==> src/hdl/csrm_pkg.sv <==
// Purpose: Constants for the clock status readback and monitor block
// Assumes: Register port carries 12-bit addresses and 8-bit data
// Notes:   Selector codes above the last listed one are reserved
package csrm_pkg;

  // ----------------------------------------------------------------
  // Register port geometry
  // ----------------------------------------------------------------
  localparam int ADDR_W = 12;
  localparam int DATA_W = 8;
  localparam int SEL_W  = 6;

  // ----------------------------------------------------------------
  // Register offsets
  // ----------------------------------------------------------------
  localparam logic [11:0] CLOCK_PRESENCE_LOCK_STATUS_ADDR    = 12'h22C;
  localparam logic [11:0] HOLDOVER_SELECTION_CAL_STATUS_ADDR = 12'h22D;
  localparam logic [11:0] MONITOR_PIN_ZERO_SELECT_ADDR       = 12'h230;

  // ----------------------------------------------------------------
  // Field positions, first readback register
  // ----------------------------------------------------------------
  localparam int RB0_SYNTH_REF_BIT   = 7;
  localparam int RB0_CLEAN_FB_BIT    = 6;
  localparam int RB0_OSC_BIT         = 5;
  localparam int RB0_TEST_REF_BIT    = 4;
  localparam int RB0_SECOND_REF_BIT  = 3;
  localparam int RB0_FIRST_REF_BIT   = 2;
  localparam int RB0_SYNTH_LOCK_BIT  = 1;
  localparam int RB0_CLEAN_LOCK_BIT  = 0;

  // ----------------------------------------------------------------
  // Field positions, second readback register
  // ----------------------------------------------------------------
  localparam int RB1_HOLDOVER_BIT    = 3;
  localparam int RB1_AUTO_SEL_BIT    = 2;
  localparam int RB1_CAL_BUSY_BIT    = 0;

  // ----------------------------------------------------------------
  // Monitor selector field and codes
  // ----------------------------------------------------------------
  localparam int SEL_LSB = 0;
  localparam logic [5:0] SEL_RESET        = 6'h00;
  localparam logic [5:0] MON_GND          = 6'h00;
  localparam logic [5:0] MON_BOTH_LOCK    = 6'h01;
  localparam logic [5:0] MON_CLEAN_LOCK   = 6'h02;
  localparam logic [5:0] MON_SYNTH_LOCK   = 6'h03;
  localparam logic [5:0] MON_REFS_LOST    = 6'h04;
  localparam logic [5:0] MON_LOST_SYNTH   = 6'h05;
  localparam logic [5:0] MON_AUTO_SECOND  = 6'h06;
  localparam logic [5:0] MON_FIRST_OK     = 6'h07;
  localparam logic [5:0] MON_SECOND_OK    = 6'h08;
  localparam logic [5:0] MON_TEST_OK      = 6'h09;
  localparam logic [5:0] MON_OSC_OK       = 6'h0A;
  localparam logic [5:0] MON_FB_OK        = 6'h0B;
  localparam logic [5:0] MON_SREF_OK      = 6'h0C;
  localparam logic [5:0] MON_RSVD         = 6'h0D;
  localparam logic [5:0] MON_REFS_OK      = 6'h0E;
  localparam logic [5:0] MON_ALL_OK       = 6'h0F;
  localparam logic [5:0] MON_FB_HALF      = 6'h10;
  localparam logic [5:0] MON_DN_HALF      = 6'h11;
  localparam logic [5:0] MON_REF_HALF     = 6'h12;
  localparam logic [5:0] MON_UP_HALF      = 6'h13;
  localparam logic [5:0] MON_LAST_CODE    = 6'h17;

  // Halved channel order: feedback, down, reference, up
  localparam int HALF_CH = 4;

endpackage : csrm_pkg

==> src/hdl/csrm_top.sv <==
// Purpose: Clock status readback registers and monitor pin selector
// Assumes: Status inputs and register strobes are synchronous to clk_sys
// Notes:   Readback reflects live status; data appears one cycle later
module csrm_top (
  // Clock and reset
  input  wire logic                       clk_sys,
  input  wire logic                       nrst,
  // Register port
  input  wire logic [csrm_pkg::ADDR_W-1:0] reg_addr,
  input  wire logic                       reg_wr,
  input  wire logic                       reg_rd,
  input  wire logic [csrm_pkg::DATA_W-1:0] reg_wdata,
  output logic      [csrm_pkg::DATA_W-1:0] reg_rdata,
  output logic                            reg_rvalid,
  // Clock presence levels
  input  wire logic                       first_reference_ok,
  input  wire logic                       second_reference_ok,
  input  wire logic                       test_reference_ok,
  input  wire logic                       osc_clock_ok,
  input  wire logic                       cleanup_loop_fb_ok,
  input  wire logic                       synth_loop_ref_ok,
  // Loop and selection status
  input  wire logic                       cleanup_loop_locked,
  input  wire logic                       synth_loop_locked,
  input  wire logic                       holdover_active,
  input  wire logic                       auto_second_reference,
  input  wire logic                       osc_cal_busy,
  // Cleanup loop signals for halved monitoring
  input  wire logic                       cleanup_loop_fb_sig,
  input  wire logic                       cleanup_loop_pfd_dn,
  input  wire logic                       cleanup_loop_ref_sig,
  input  wire logic                       cleanup_loop_pfd_up,
  // Status monitor pin
  output logic                            monitor_pin
);

  // ----------------------------------------------------------------
  // Declarations
  // ----------------------------------------------------------------
  logic [csrm_pkg::SEL_W-1:0]  sel_ff;
  logic [csrm_pkg::SEL_W-1:0]  nxt_sel;
  logic [csrm_pkg::DATA_W-1:0] rdata_ff;
  logic [csrm_pkg::DATA_W-1:0] nxt_rdata;
  logic                        rvalid_ff;
  logic                        nxt_rvalid;
  logic                        pin_ff;
  logic                        nxt_pin;
  logic [csrm_pkg::DATA_W-1:0] rb0_live;
  logic [csrm_pkg::DATA_W-1:0] rb1_live;
  logic [csrm_pkg::HALF_CH-1:0] half_src;
  logic [csrm_pkg::HALF_CH-1:0] half_sig;
  logic                        refs_lost;

  // ----------------------------------------------------------------
  // Live readback images
  // ----------------------------------------------------------------
  // Built combinationally so a read returns status at read time
  always_comb begin
    rb0_live = '0;
    rb1_live = '0;
    rb0_live[csrm_pkg::RB0_SYNTH_REF_BIT]  = synth_loop_ref_ok;
    rb0_live[csrm_pkg::RB0_CLEAN_FB_BIT]   = cleanup_loop_fb_ok;
    rb0_live[csrm_pkg::RB0_OSC_BIT]        = osc_clock_ok;
    rb0_live[csrm_pkg::RB0_TEST_REF_BIT]   = test_reference_ok;
    rb0_live[csrm_pkg::RB0_SECOND_REF_BIT] = second_reference_ok;
    rb0_live[csrm_pkg::RB0_FIRST_REF_BIT]  = first_reference_ok;
    rb0_live[csrm_pkg::RB0_SYNTH_LOCK_BIT] = synth_loop_locked;
    rb0_live[csrm_pkg::RB0_CLEAN_LOCK_BIT] = cleanup_loop_locked;
    rb1_live[csrm_pkg::RB1_HOLDOVER_BIT]   = holdover_active;
    // auto-chosen reference, meaningless in manual mode
    rb1_live[csrm_pkg::RB1_AUTO_SEL_BIT]   = auto_second_reference;
    rb1_live[csrm_pkg::RB1_CAL_BUSY_BIT]   = osc_cal_busy;
  end

  // ----------------------------------------------------------------
  // Register port next state
  // ----------------------------------------------------------------
  always_comb begin
    nxt_sel    = sel_ff;
    nxt_rdata  = rdata_ff;
    nxt_rvalid = reg_rd;
    if (reg_wr && reg_addr == csrm_pkg::MONITOR_PIN_ZERO_SELECT_ADDR) begin
      nxt_sel = reg_wdata[csrm_pkg::SEL_LSB +: csrm_pkg::SEL_W];
    end
    // live read, writes to readback ignored
    if (reg_rd) begin
      case (reg_addr)
        csrm_pkg::CLOCK_PRESENCE_LOCK_STATUS_ADDR: begin
          nxt_rdata = rb0_live;
        end
        csrm_pkg::HOLDOVER_SELECTION_CAL_STATUS_ADDR: begin
          nxt_rdata = rb1_live;
        end
        csrm_pkg::MONITOR_PIN_ZERO_SELECT_ADDR: begin
          nxt_rdata = {2'h0, sel_ff};
        end
        default: begin
          nxt_rdata = '0; // Unmapped reads return zero
        end
      endcase
    end
  end

  // Register port flops
  always_ff @(posedge clk_sys) begin
    if (!nrst) begin
      sel_ff    <= csrm_pkg::SEL_RESET;
      rdata_ff  <= '0;
      rvalid_ff <= 1'b0;
    end else begin
      sel_ff    <= nxt_sel;
      rdata_ff  <= nxt_rdata;
      rvalid_ff <= nxt_rvalid;
    end
  end

  // ----------------------------------------------------------------
  // Halved cleanup loop signals
  // ----------------------------------------------------------------
  // Sampling at clk_sys only tracks inputs slower than half its rate
  assign half_src = {cleanup_loop_pfd_up, cleanup_loop_ref_sig,
                     cleanup_loop_pfd_dn, cleanup_loop_fb_sig};

  csrm_halver #(
    .CH       (csrm_pkg::HALF_CH)
  ) u_halver (
    .clk_sys  (clk_sys),
    .nrst     (nrst),
    .sig_in   (half_src),
    .half_out (half_sig)
  );

  // ----------------------------------------------------------------
  // Monitor pin selection
  // ----------------------------------------------------------------
  assign refs_lost = ~first_reference_ok & ~second_reference_ok;

  always_comb begin
    nxt_pin = 1'b0;
    case (sel_ff)
      csrm_pkg::MON_GND:         nxt_pin = 1'b0;
      csrm_pkg::MON_BOTH_LOCK:
        nxt_pin = cleanup_loop_locked & synth_loop_locked;
      csrm_pkg::MON_CLEAN_LOCK:  nxt_pin = cleanup_loop_locked;
      csrm_pkg::MON_SYNTH_LOCK:  nxt_pin = synth_loop_locked;
      csrm_pkg::MON_REFS_LOST:   nxt_pin = refs_lost;
      csrm_pkg::MON_LOST_SYNTH:  nxt_pin = refs_lost & synth_loop_locked;
      csrm_pkg::MON_AUTO_SECOND: nxt_pin = auto_second_reference;
      csrm_pkg::MON_FIRST_OK:    nxt_pin = first_reference_ok;
      csrm_pkg::MON_SECOND_OK:   nxt_pin = second_reference_ok;
      csrm_pkg::MON_TEST_OK:     nxt_pin = test_reference_ok;
      csrm_pkg::MON_OSC_OK:      nxt_pin = osc_clock_ok;
      csrm_pkg::MON_FB_OK:       nxt_pin = cleanup_loop_fb_ok;
      csrm_pkg::MON_SREF_OK:     nxt_pin = synth_loop_ref_ok;
      csrm_pkg::MON_RSVD:        nxt_pin = 1'b0;
      csrm_pkg::MON_REFS_OK:
        nxt_pin = first_reference_ok & second_reference_ok;
      csrm_pkg::MON_ALL_OK:
        nxt_pin = first_reference_ok & second_reference_ok &
                  osc_clock_ok & cleanup_loop_fb_ok & synth_loop_ref_ok;
      csrm_pkg::MON_FB_HALF:     nxt_pin = half_sig[0];
      csrm_pkg::MON_DN_HALF:     nxt_pin = half_sig[1];
      csrm_pkg::MON_REF_HALF:    nxt_pin = half_sig[2];
      csrm_pkg::MON_UP_HALF:     nxt_pin = half_sig[3];
      // codes 20..23 and reserved codes stay low
      default:                   nxt_pin = 1'b0;
    endcase
  end

  // Pin flop keeps the output glitch-free across selector changes
  always_ff @(posedge clk_sys) begin
    if (!nrst) begin
      pin_ff <= 1'b0;
    end else begin
      pin_ff <= nxt_pin;
    end
  end

  // ----------------------------------------------------------------
  // Outputs
  // ----------------------------------------------------------------
  assign reg_rdata   = rdata_ff;
  assign reg_rvalid  = rvalid_ff;
  assign monitor_pin = pin_ff;

  // ----------------------------------------------------------------
  // Checks
  // ----------------------------------------------------------------
  synth_ref_bit_a:
    assert property (@(posedge clk_sys) disable iff (!nrst)
      reg_rd && reg_addr == csrm_pkg::CLOCK_PRESENCE_LOCK_STATUS_ADDR
      |=> reg_rdata[7] == $past(synth_loop_ref_ok) && reg_rvalid)
    else $error("synth ref presence bit wrong");

  fb_clock_bit_a:
    assert property (@(posedge clk_sys) disable iff (!nrst)
      reg_rd && reg_addr == csrm_pkg::CLOCK_PRESENCE_LOCK_STATUS_ADDR
      |=> reg_rdata[6] == $past(cleanup_loop_fb_ok))
    else $error("feedback presence bit wrong");

  presence_bits_a:
    assert property (@(posedge clk_sys) disable iff (!nrst)
      reg_rd && reg_addr == csrm_pkg::CLOCK_PRESENCE_LOCK_STATUS_ADDR
      |=> reg_rdata[5:2] == $past({osc_clock_ok, test_reference_ok,
                                   second_reference_ok,
                                   first_reference_ok}))
    else $error("clock presence bits wrong");

  lock_bits_a:
    assert property (@(posedge clk_sys) disable iff (!nrst)
      reg_rd && reg_addr == csrm_pkg::CLOCK_PRESENCE_LOCK_STATUS_ADDR
      |=> reg_rdata[1:0] == $past({synth_loop_locked,
                                   cleanup_loop_locked}))
    else $error("lock bits wrong");

  holdover_bit_a:
    assert property (@(posedge clk_sys) disable iff (!nrst)
      reg_rd && reg_addr == csrm_pkg::HOLDOVER_SELECTION_CAL_STATUS_ADDR
      |=> reg_rdata[3] == $past(holdover_active))
    else $error("holdover bit wrong");

  auto_sel_bit_a:
    assert property (@(posedge clk_sys) disable iff (!nrst)
      reg_rd && reg_addr == csrm_pkg::HOLDOVER_SELECTION_CAL_STATUS_ADDR
      |=> reg_rdata[2] == $past(auto_second_reference))
    else $error("auto selection bit wrong");

  cal_busy_bit_a:
    assert property (@(posedge clk_sys) disable iff (!nrst)
      reg_rd && reg_addr == csrm_pkg::HOLDOVER_SELECTION_CAL_STATUS_ADDR
      |=> reg_rdata[0] == $past(osc_cal_busy) && reg_rdata[7:4] == 4'h0
          && reg_rdata[1] == 1'b0)
    else $error("calibration or reserved bits wrong");

  sel_write_a:
    assert property (@(posedge clk_sys) disable iff (!nrst)
      reg_wr && reg_addr == csrm_pkg::MONITOR_PIN_ZERO_SELECT_ADDR
      |=> sel_ff == $past(reg_wdata[5:0]))
    else $error("selector write wrong");

  pin_lock_a:
    assert property (@(posedge clk_sys) disable iff (!nrst)
      sel_ff == csrm_pkg::MON_BOTH_LOCK
      |=> monitor_pin == $past(cleanup_loop_locked & synth_loop_locked))
    else $error("both-locked pin wrong");

  pin_lost_a:
    assert property (@(posedge clk_sys) disable iff (!nrst)
      sel_ff == csrm_pkg::MON_LOST_SYNTH
      |=> monitor_pin == $past(~first_reference_ok & ~second_reference_ok
                               & synth_loop_locked))
    else $error("lost-with-lock pin wrong");

  pin_auto_a:
    assert property (@(posedge clk_sys) disable iff (!nrst)
      sel_ff == csrm_pkg::MON_AUTO_SECOND
      |=> monitor_pin == $past(auto_second_reference))
    else $error("auto selection pin wrong");

  pin_presence_a:
    assert property (@(posedge clk_sys) disable iff (!nrst)
      sel_ff == csrm_pkg::MON_SREF_OK
      |=> monitor_pin == $past(synth_loop_ref_ok))
    else $error("synth ref pin wrong");

  pin_all_ok_a:
    assert property (@(posedge clk_sys) disable iff (!nrst)
      sel_ff == csrm_pkg::MON_ALL_OK && test_reference_ok == 1'b0
      && first_reference_ok && second_reference_ok && osc_clock_ok
      && cleanup_loop_fb_ok && synth_loop_ref_ok |=> monitor_pin)
    else $error("all-ok pin ignores a clock");

  pin_half_a:
    assert property (@(posedge clk_sys) disable iff (!nrst)
      sel_ff == csrm_pkg::MON_FB_HALF && $stable(sel_ff)
      && $rose(cleanup_loop_fb_sig) |=> ##1 $changed(monitor_pin))
    else $error("halved feedback did not toggle");

  pin_low_a:
    assert property (@(posedge clk_sys) disable iff (!nrst)
      sel_ff > csrm_pkg::MON_UP_HALF |=> !monitor_pin)
    else $error("reserved code drove pin high");

  rb_write_a:
    assert property (@(posedge clk_sys) disable iff (!nrst)
      reg_wr && reg_addr == csrm_pkg::CLOCK_PRESENCE_LOCK_STATUS_ADDR
      |=> $stable(sel_ff))
    else $error("readback write had an effect");

endmodule : csrm_top

==> src/hdl/csrm_halver.sv <==
// Purpose: Divide-by-2 of sampled loop signals for the monitor pin
// Assumes: Inputs are synchronous to clk_sys and change slower than it
// Notes:   Each output toggles on every rising edge of its input
module csrm_halver #(
  parameter int CH = 4
) (
  // Clock and reset
  input  wire logic          clk_sys,
  input  wire logic          nrst,
  // Signals to halve
  input  wire logic [CH-1:0] sig_in,
  // Halved signals
  output logic      [CH-1:0] half_out
);

  // ----------------------------------------------------------------
  // One toggle stage per channel
  // ----------------------------------------------------------------
  genvar g;
  generate
    for (g = 0; g < CH; g++) begin : g_ch
      logic prev_ff;
      logic tog_ff;
      logic nxt_prev;
      logic nxt_tog;

      // Toggle on rising edge, so output runs at half the input rate
      always_comb begin
        nxt_prev = sig_in[g];
        nxt_tog  = tog_ff ^ (sig_in[g] & ~prev_ff);
      end

      // Registers only
      always_ff @(posedge clk_sys) begin
        if (!nrst) begin
          prev_ff <= 1'b0;
          tog_ff  <= 1'b0;
        end else begin
          prev_ff <= nxt_prev;
          tog_ff  <= nxt_tog;
        end
      end

      assign half_out[g] = tog_ff;
    end
  endgenerate

endmodule : csrm_halver

==> config.mk <==
export PLATFORM = sky130hd
export DESIGN_NAME = csrm_top
export DESIGN_NICKNAME = d
export VERILOG_FILES = /design/src/hdl/csrm_pkg.sv /design/src/hdl/csrm_top.sv /design/src/hdl/csrm_halver.sv
export SDC_FILE = /design/constraint.sdc
export NUM_CORES = 1
export LEC_CHECK = 0
export BUFFER_PORTS_ARGS = -buffer_cell sky130_fd_sc_hd__buf_2
export CAP_MARGIN = 20
export CORE_UTILIZATION = 52
export DETAILED_ROUTE_END_ITERATION = 12
export PLACE_DENSITY = 0.83
export SETUP_SLACK_MARGIN = 0.15
export SYNTH_ARGS = -nofsm -noshare
export SYNTH_HDL_FRONTEND = slang
export SYNTH_HIERARCHICAL = 1
export SYNTH_SLANG_ARGS = --single-unit
==> constraint.sdc <==
create_clock -name clk_sys -period 2.2 [get_ports clk_sys]
set_input_delay 0.22 -clock clk_sys [delete_from_list [all_inputs] [get_ports clk_sys]]
set_output_delay 0.22 -clock clk_sys [all_outputs]
set_load 0.1 [all_outputs]
==> PnR_summary.wiki <==
{| class="wikitable"
! Metric !! Value
|-
| Number of buffers inserted to repair setup after CTS || 0
|-
| Skew-Pair Late Insertion Delay || 0.31 ns
|-
| CP Capture Type || flip-flop
|-
| Max-slew headroom at the worst pin || 0.6599
|-
| Routed length on met3 || 155 µm
|-
| Summed instance area of the synthesized netlist || 1354 µm²
|-
| Setup TNS Final || 0 ns
|-
| Gpl congestion || 0.7535
|-
| Dpl hpwl || 2138 µm
|-
| Mean instance size in the synthesized netlist || 10.10 µm²
|-
| DR vias/cell || 5.717
|-
| Total number of vias || 1172
|-
| Top-level port count || 49
|-
| Maximum fanout count along the critical path || 15
|-
| Maximum VDD drop || 457.4 µV
|-
| Final core area utilization || 0.6525
|-
| Kind of critical path || reg -> reg
|-
| Max-cap viol count || 0
|-
| Tot GR Track Use || 0.2078
|-
| Required arrival time at the worst endpoint || 2.40 ns
|-
| Final ANT Viol Nets || 0
|-
| Number of failing hold endpoints at the final stage || 0
|-
| Reg2reg path depth || 4
|-
| Clock buffer count from CTS || 3
|-
| Detailed-router iteration count before antenna repair || 4
|-
| Max Root-Sink Buffers || 2
|-
| Quantity of hold-fixing buffers added after cts || 0
|-
| Slew at the pin closest to its max-slew limit || 0.5079 ns
|-
| Worst-case clock skew || 0.003648 ns
|-
| Number of placement rows || 18
|-
| Final instance area || 1617 µm²
|-
| Post-Synthesis Net Count || 173
|-
| Fillers || 214
|-
| Number of sinks driven by the clock tree || 24
|-
| Count of H-tree levels built during CTS || 1
|-
| Pin count of the biggest net entering global routing || 30
|-
| Final routed wirelength across all metal layers || 2790 µm
|-
| Clock-pin slew on the worst setup and hold paths || 0.13 ns
|-
| Outcome || complete, no violations
|-
| Clock Tree Root || clkbuf_4
|-
| Number of global-route vias before repair || 1022
|-
| Synth cell types || 44
|-
| Global-route wire length before repair || 4236 µm
|-
| Data arrival time of the worst path || 1.90 ns
|-
| Final Cycle Share || 0.7741
|-
| Total of flip-flops plus latches after synthesis || 24
|-
| Area added between synthesis and finish || 19.41%
|-
| Top sig layer || met4
|-
| Input/output buffers || 46
|-
| Slew Limit Fails || 0
|-
| Most used DFF post-synth || dfxtp_1
|-
| Number of design rule violations left after detail routing || 0
|-
| Starting density of the core || 0.5465
|-
| First-iteration detailed-routing DRC count || 22
|-
| Asr flop ratio synth || 0
|-
| F_max || 0.5872 GHz
|-
| Number of nets at the end of the flow || 215
|-
| Area taken by multi-input logic gates || 800.8 µm²
|-
| Synthesis warning total || 6
|-
| Cell depth of the worst hold path || 2
|-
| Hold crit path type || in -> reg
|-
| Final setup fails || 0
|-
| Fraction of layout cells with a size suffix above 1 || 0.3657
|-
| Number of antenna violations at the first check in global routing || 0
|-
| Flop-to-flop setup slack || 0.50 ns
|-
| Number of enable-type register cells in the synthesized netlist || 0
|-
| Grt ovf || 0
|-
| Crit path launch type || flip-flop
|-
| Die extent in x || 53.03 µm
|-
| RSZ-0062 raised after global routing || no
|-
| Height of the die || 53.03 µm
|-
| Standard cell core area || 2477 µm²
|-
| Power density over the cells || 538.9 nW/µm²
|-
| Sequential area share after synthesis || 0.3549
|-
| Reg area || 480.5 µm²
|-
| Final worst path period need || 1.703 ns
|-
| Count of non-filler cells in the finished layout || 205
|-
| CTS-repair resized insts || 0
|-
| Area of the die || 2812 µm²
|-
| Diode insertion count for antenna repair || 0
|-
| Number of cells produced by synthesis || 134
|-
| Leakage || 0.7028 nW
|-
| Wire length per cell after detailed routing || 13.61 µm
|-
| Total placed instance area || 1564 µm²
|-
| TritonCTS clock tree || yes
|-
| # placed instances || 201
|-
| M1 WL || 1207 µm
|-
| Met2 Wirelength || 1380 µm
|}
registers in the layout, summed over array words and instances, names as in the netlist:
signal,flops
monitor_pin,1
sel_ff,6
u_halver/g_ch.prev_ff,4
reg_rdata,8
u_halver/g_ch.tog_ff,4
reg_rvalid,1
cells in the mapped netlist, drive strengths merged (2+ instances only):
| library cell | instances | area, µm² |
|---|---|---|
| a211oi | 3 | 22.52 |
| a21boi | 3 | 22.52 |
| a22oi | 5 | 37.54 |
| a32oi | 3 | 26.28 |
| and2 | 8 | 50.05 |
| and3b | 2 | 17.52 |
| and4 | 2 | 17.52 |
| buf | 9 | 61.31 |
| dfxtp | 24 | 480.5 |
| inv | 2 | 7.510 |
| mux2 | 4 | 45.04 |
| mux2i | 6 | 60.06 |
| nand2 | 9 | 33.78 |
| nand3 | 5 | 25.02 |
| nand3b | 2 | 15.01 |
| nand4 | 2 | 27.53 |
| nand4bb | 4 | 45.04 |
| nor2b | 12 | 75.07 |
| nor4b | 3 | 71.32 |
| o21ai | 4 | 27.53 |
| o2bb2ai | 3 | 26.28 |
worst paths after layout:
check,start,end
setup reg to reg,sel_ff[3],monitor_pin
hold reg to reg,reg_rdata[5],reg_rdata[5]
hold / removal,cleanup_loop_ref_sig,u_halver/g_ch[2].prev_ff
setup / recovery,sel_ff[3],monitor_pin
layout by cell type, fill, tap and decap left out, drive strengths merged, types with 3 or more instances in the layout:
cell | Yosys | routed
dfxtp | 24 | 24
a21boi | 3 | 3
mux2 | 4 | 4
buf | 9 | 47
o2bb2ai | 3 | 3
nor4b | 3 | 3
a22oi | 5 | 5
nand2 | 9 | 9
a211oi | 3 | 3
nand3 | 5 | 5
nor2b | 12 | 12
a32oi | 3 | 3
o21ai | 4 | 4
clkbuf | 1 | 3
and2 | 8 | 8
mux2i | 6 | 6
nand4bb | 4 | 4
layout make-up:
cell class                 instances  share of cell area
multi-input combinational         98              0.4954
inverter                           2            0.004644
timing repair buffer              47              0.1471
clock buffer                       3             0.01393
tap                               30             0.02322
clock inverter                     1             0.01858
sequential                        24              0.2972
per-stage QoR:
step | power [mW] | hold WS, ns | setup slack [ns]
finish | 0.8711 | 0.1254 | 0.4970
global route | 0.9070 | 0.1180 | 0.4527
CTS | 0.8827 | 0.1088 | 0.4940
detailed placement | 0.5682 | 0.4524 | 0.5261
global placement | 0.5633 | 0.4456 | 0.5663
floorplan | 0.5227 | 0.3417 | 0.7948
logic make-up after synthesis:
kind of cell | share of synthesized area
buffers and inverters | 0.05360
AO/OA/AOI/OAI | 0.1627
multiplexers | 0.09427
flip-flops | 0.3549
AND/OR/NAND/NOR | 0.3346
report_power, final:
group	switching, mW	leakage [nW]	internal [mW]
combinational	0.0519	0.479	0.0531
clock	0.129	0.0279	0.184
sequential	0.00669	0.196	0.446
total	0.188	0.703	0.683
routing by layer:
metal	vias to the layer above	GRT usage
met5	-	0
met3	6	0.02011
met1	537	0.2324
met2	40	0.3819
li1	589	-
met4	0	0.1096
worst max-delay path: stages (launching register included):
cell	delay, ns
dfxtp_1	0.63
mux2_2	0.39
a211o_1	0.28
a31oi_1	0.19
o22ai_1	0.11
Power figures use the tool's default switching activity.
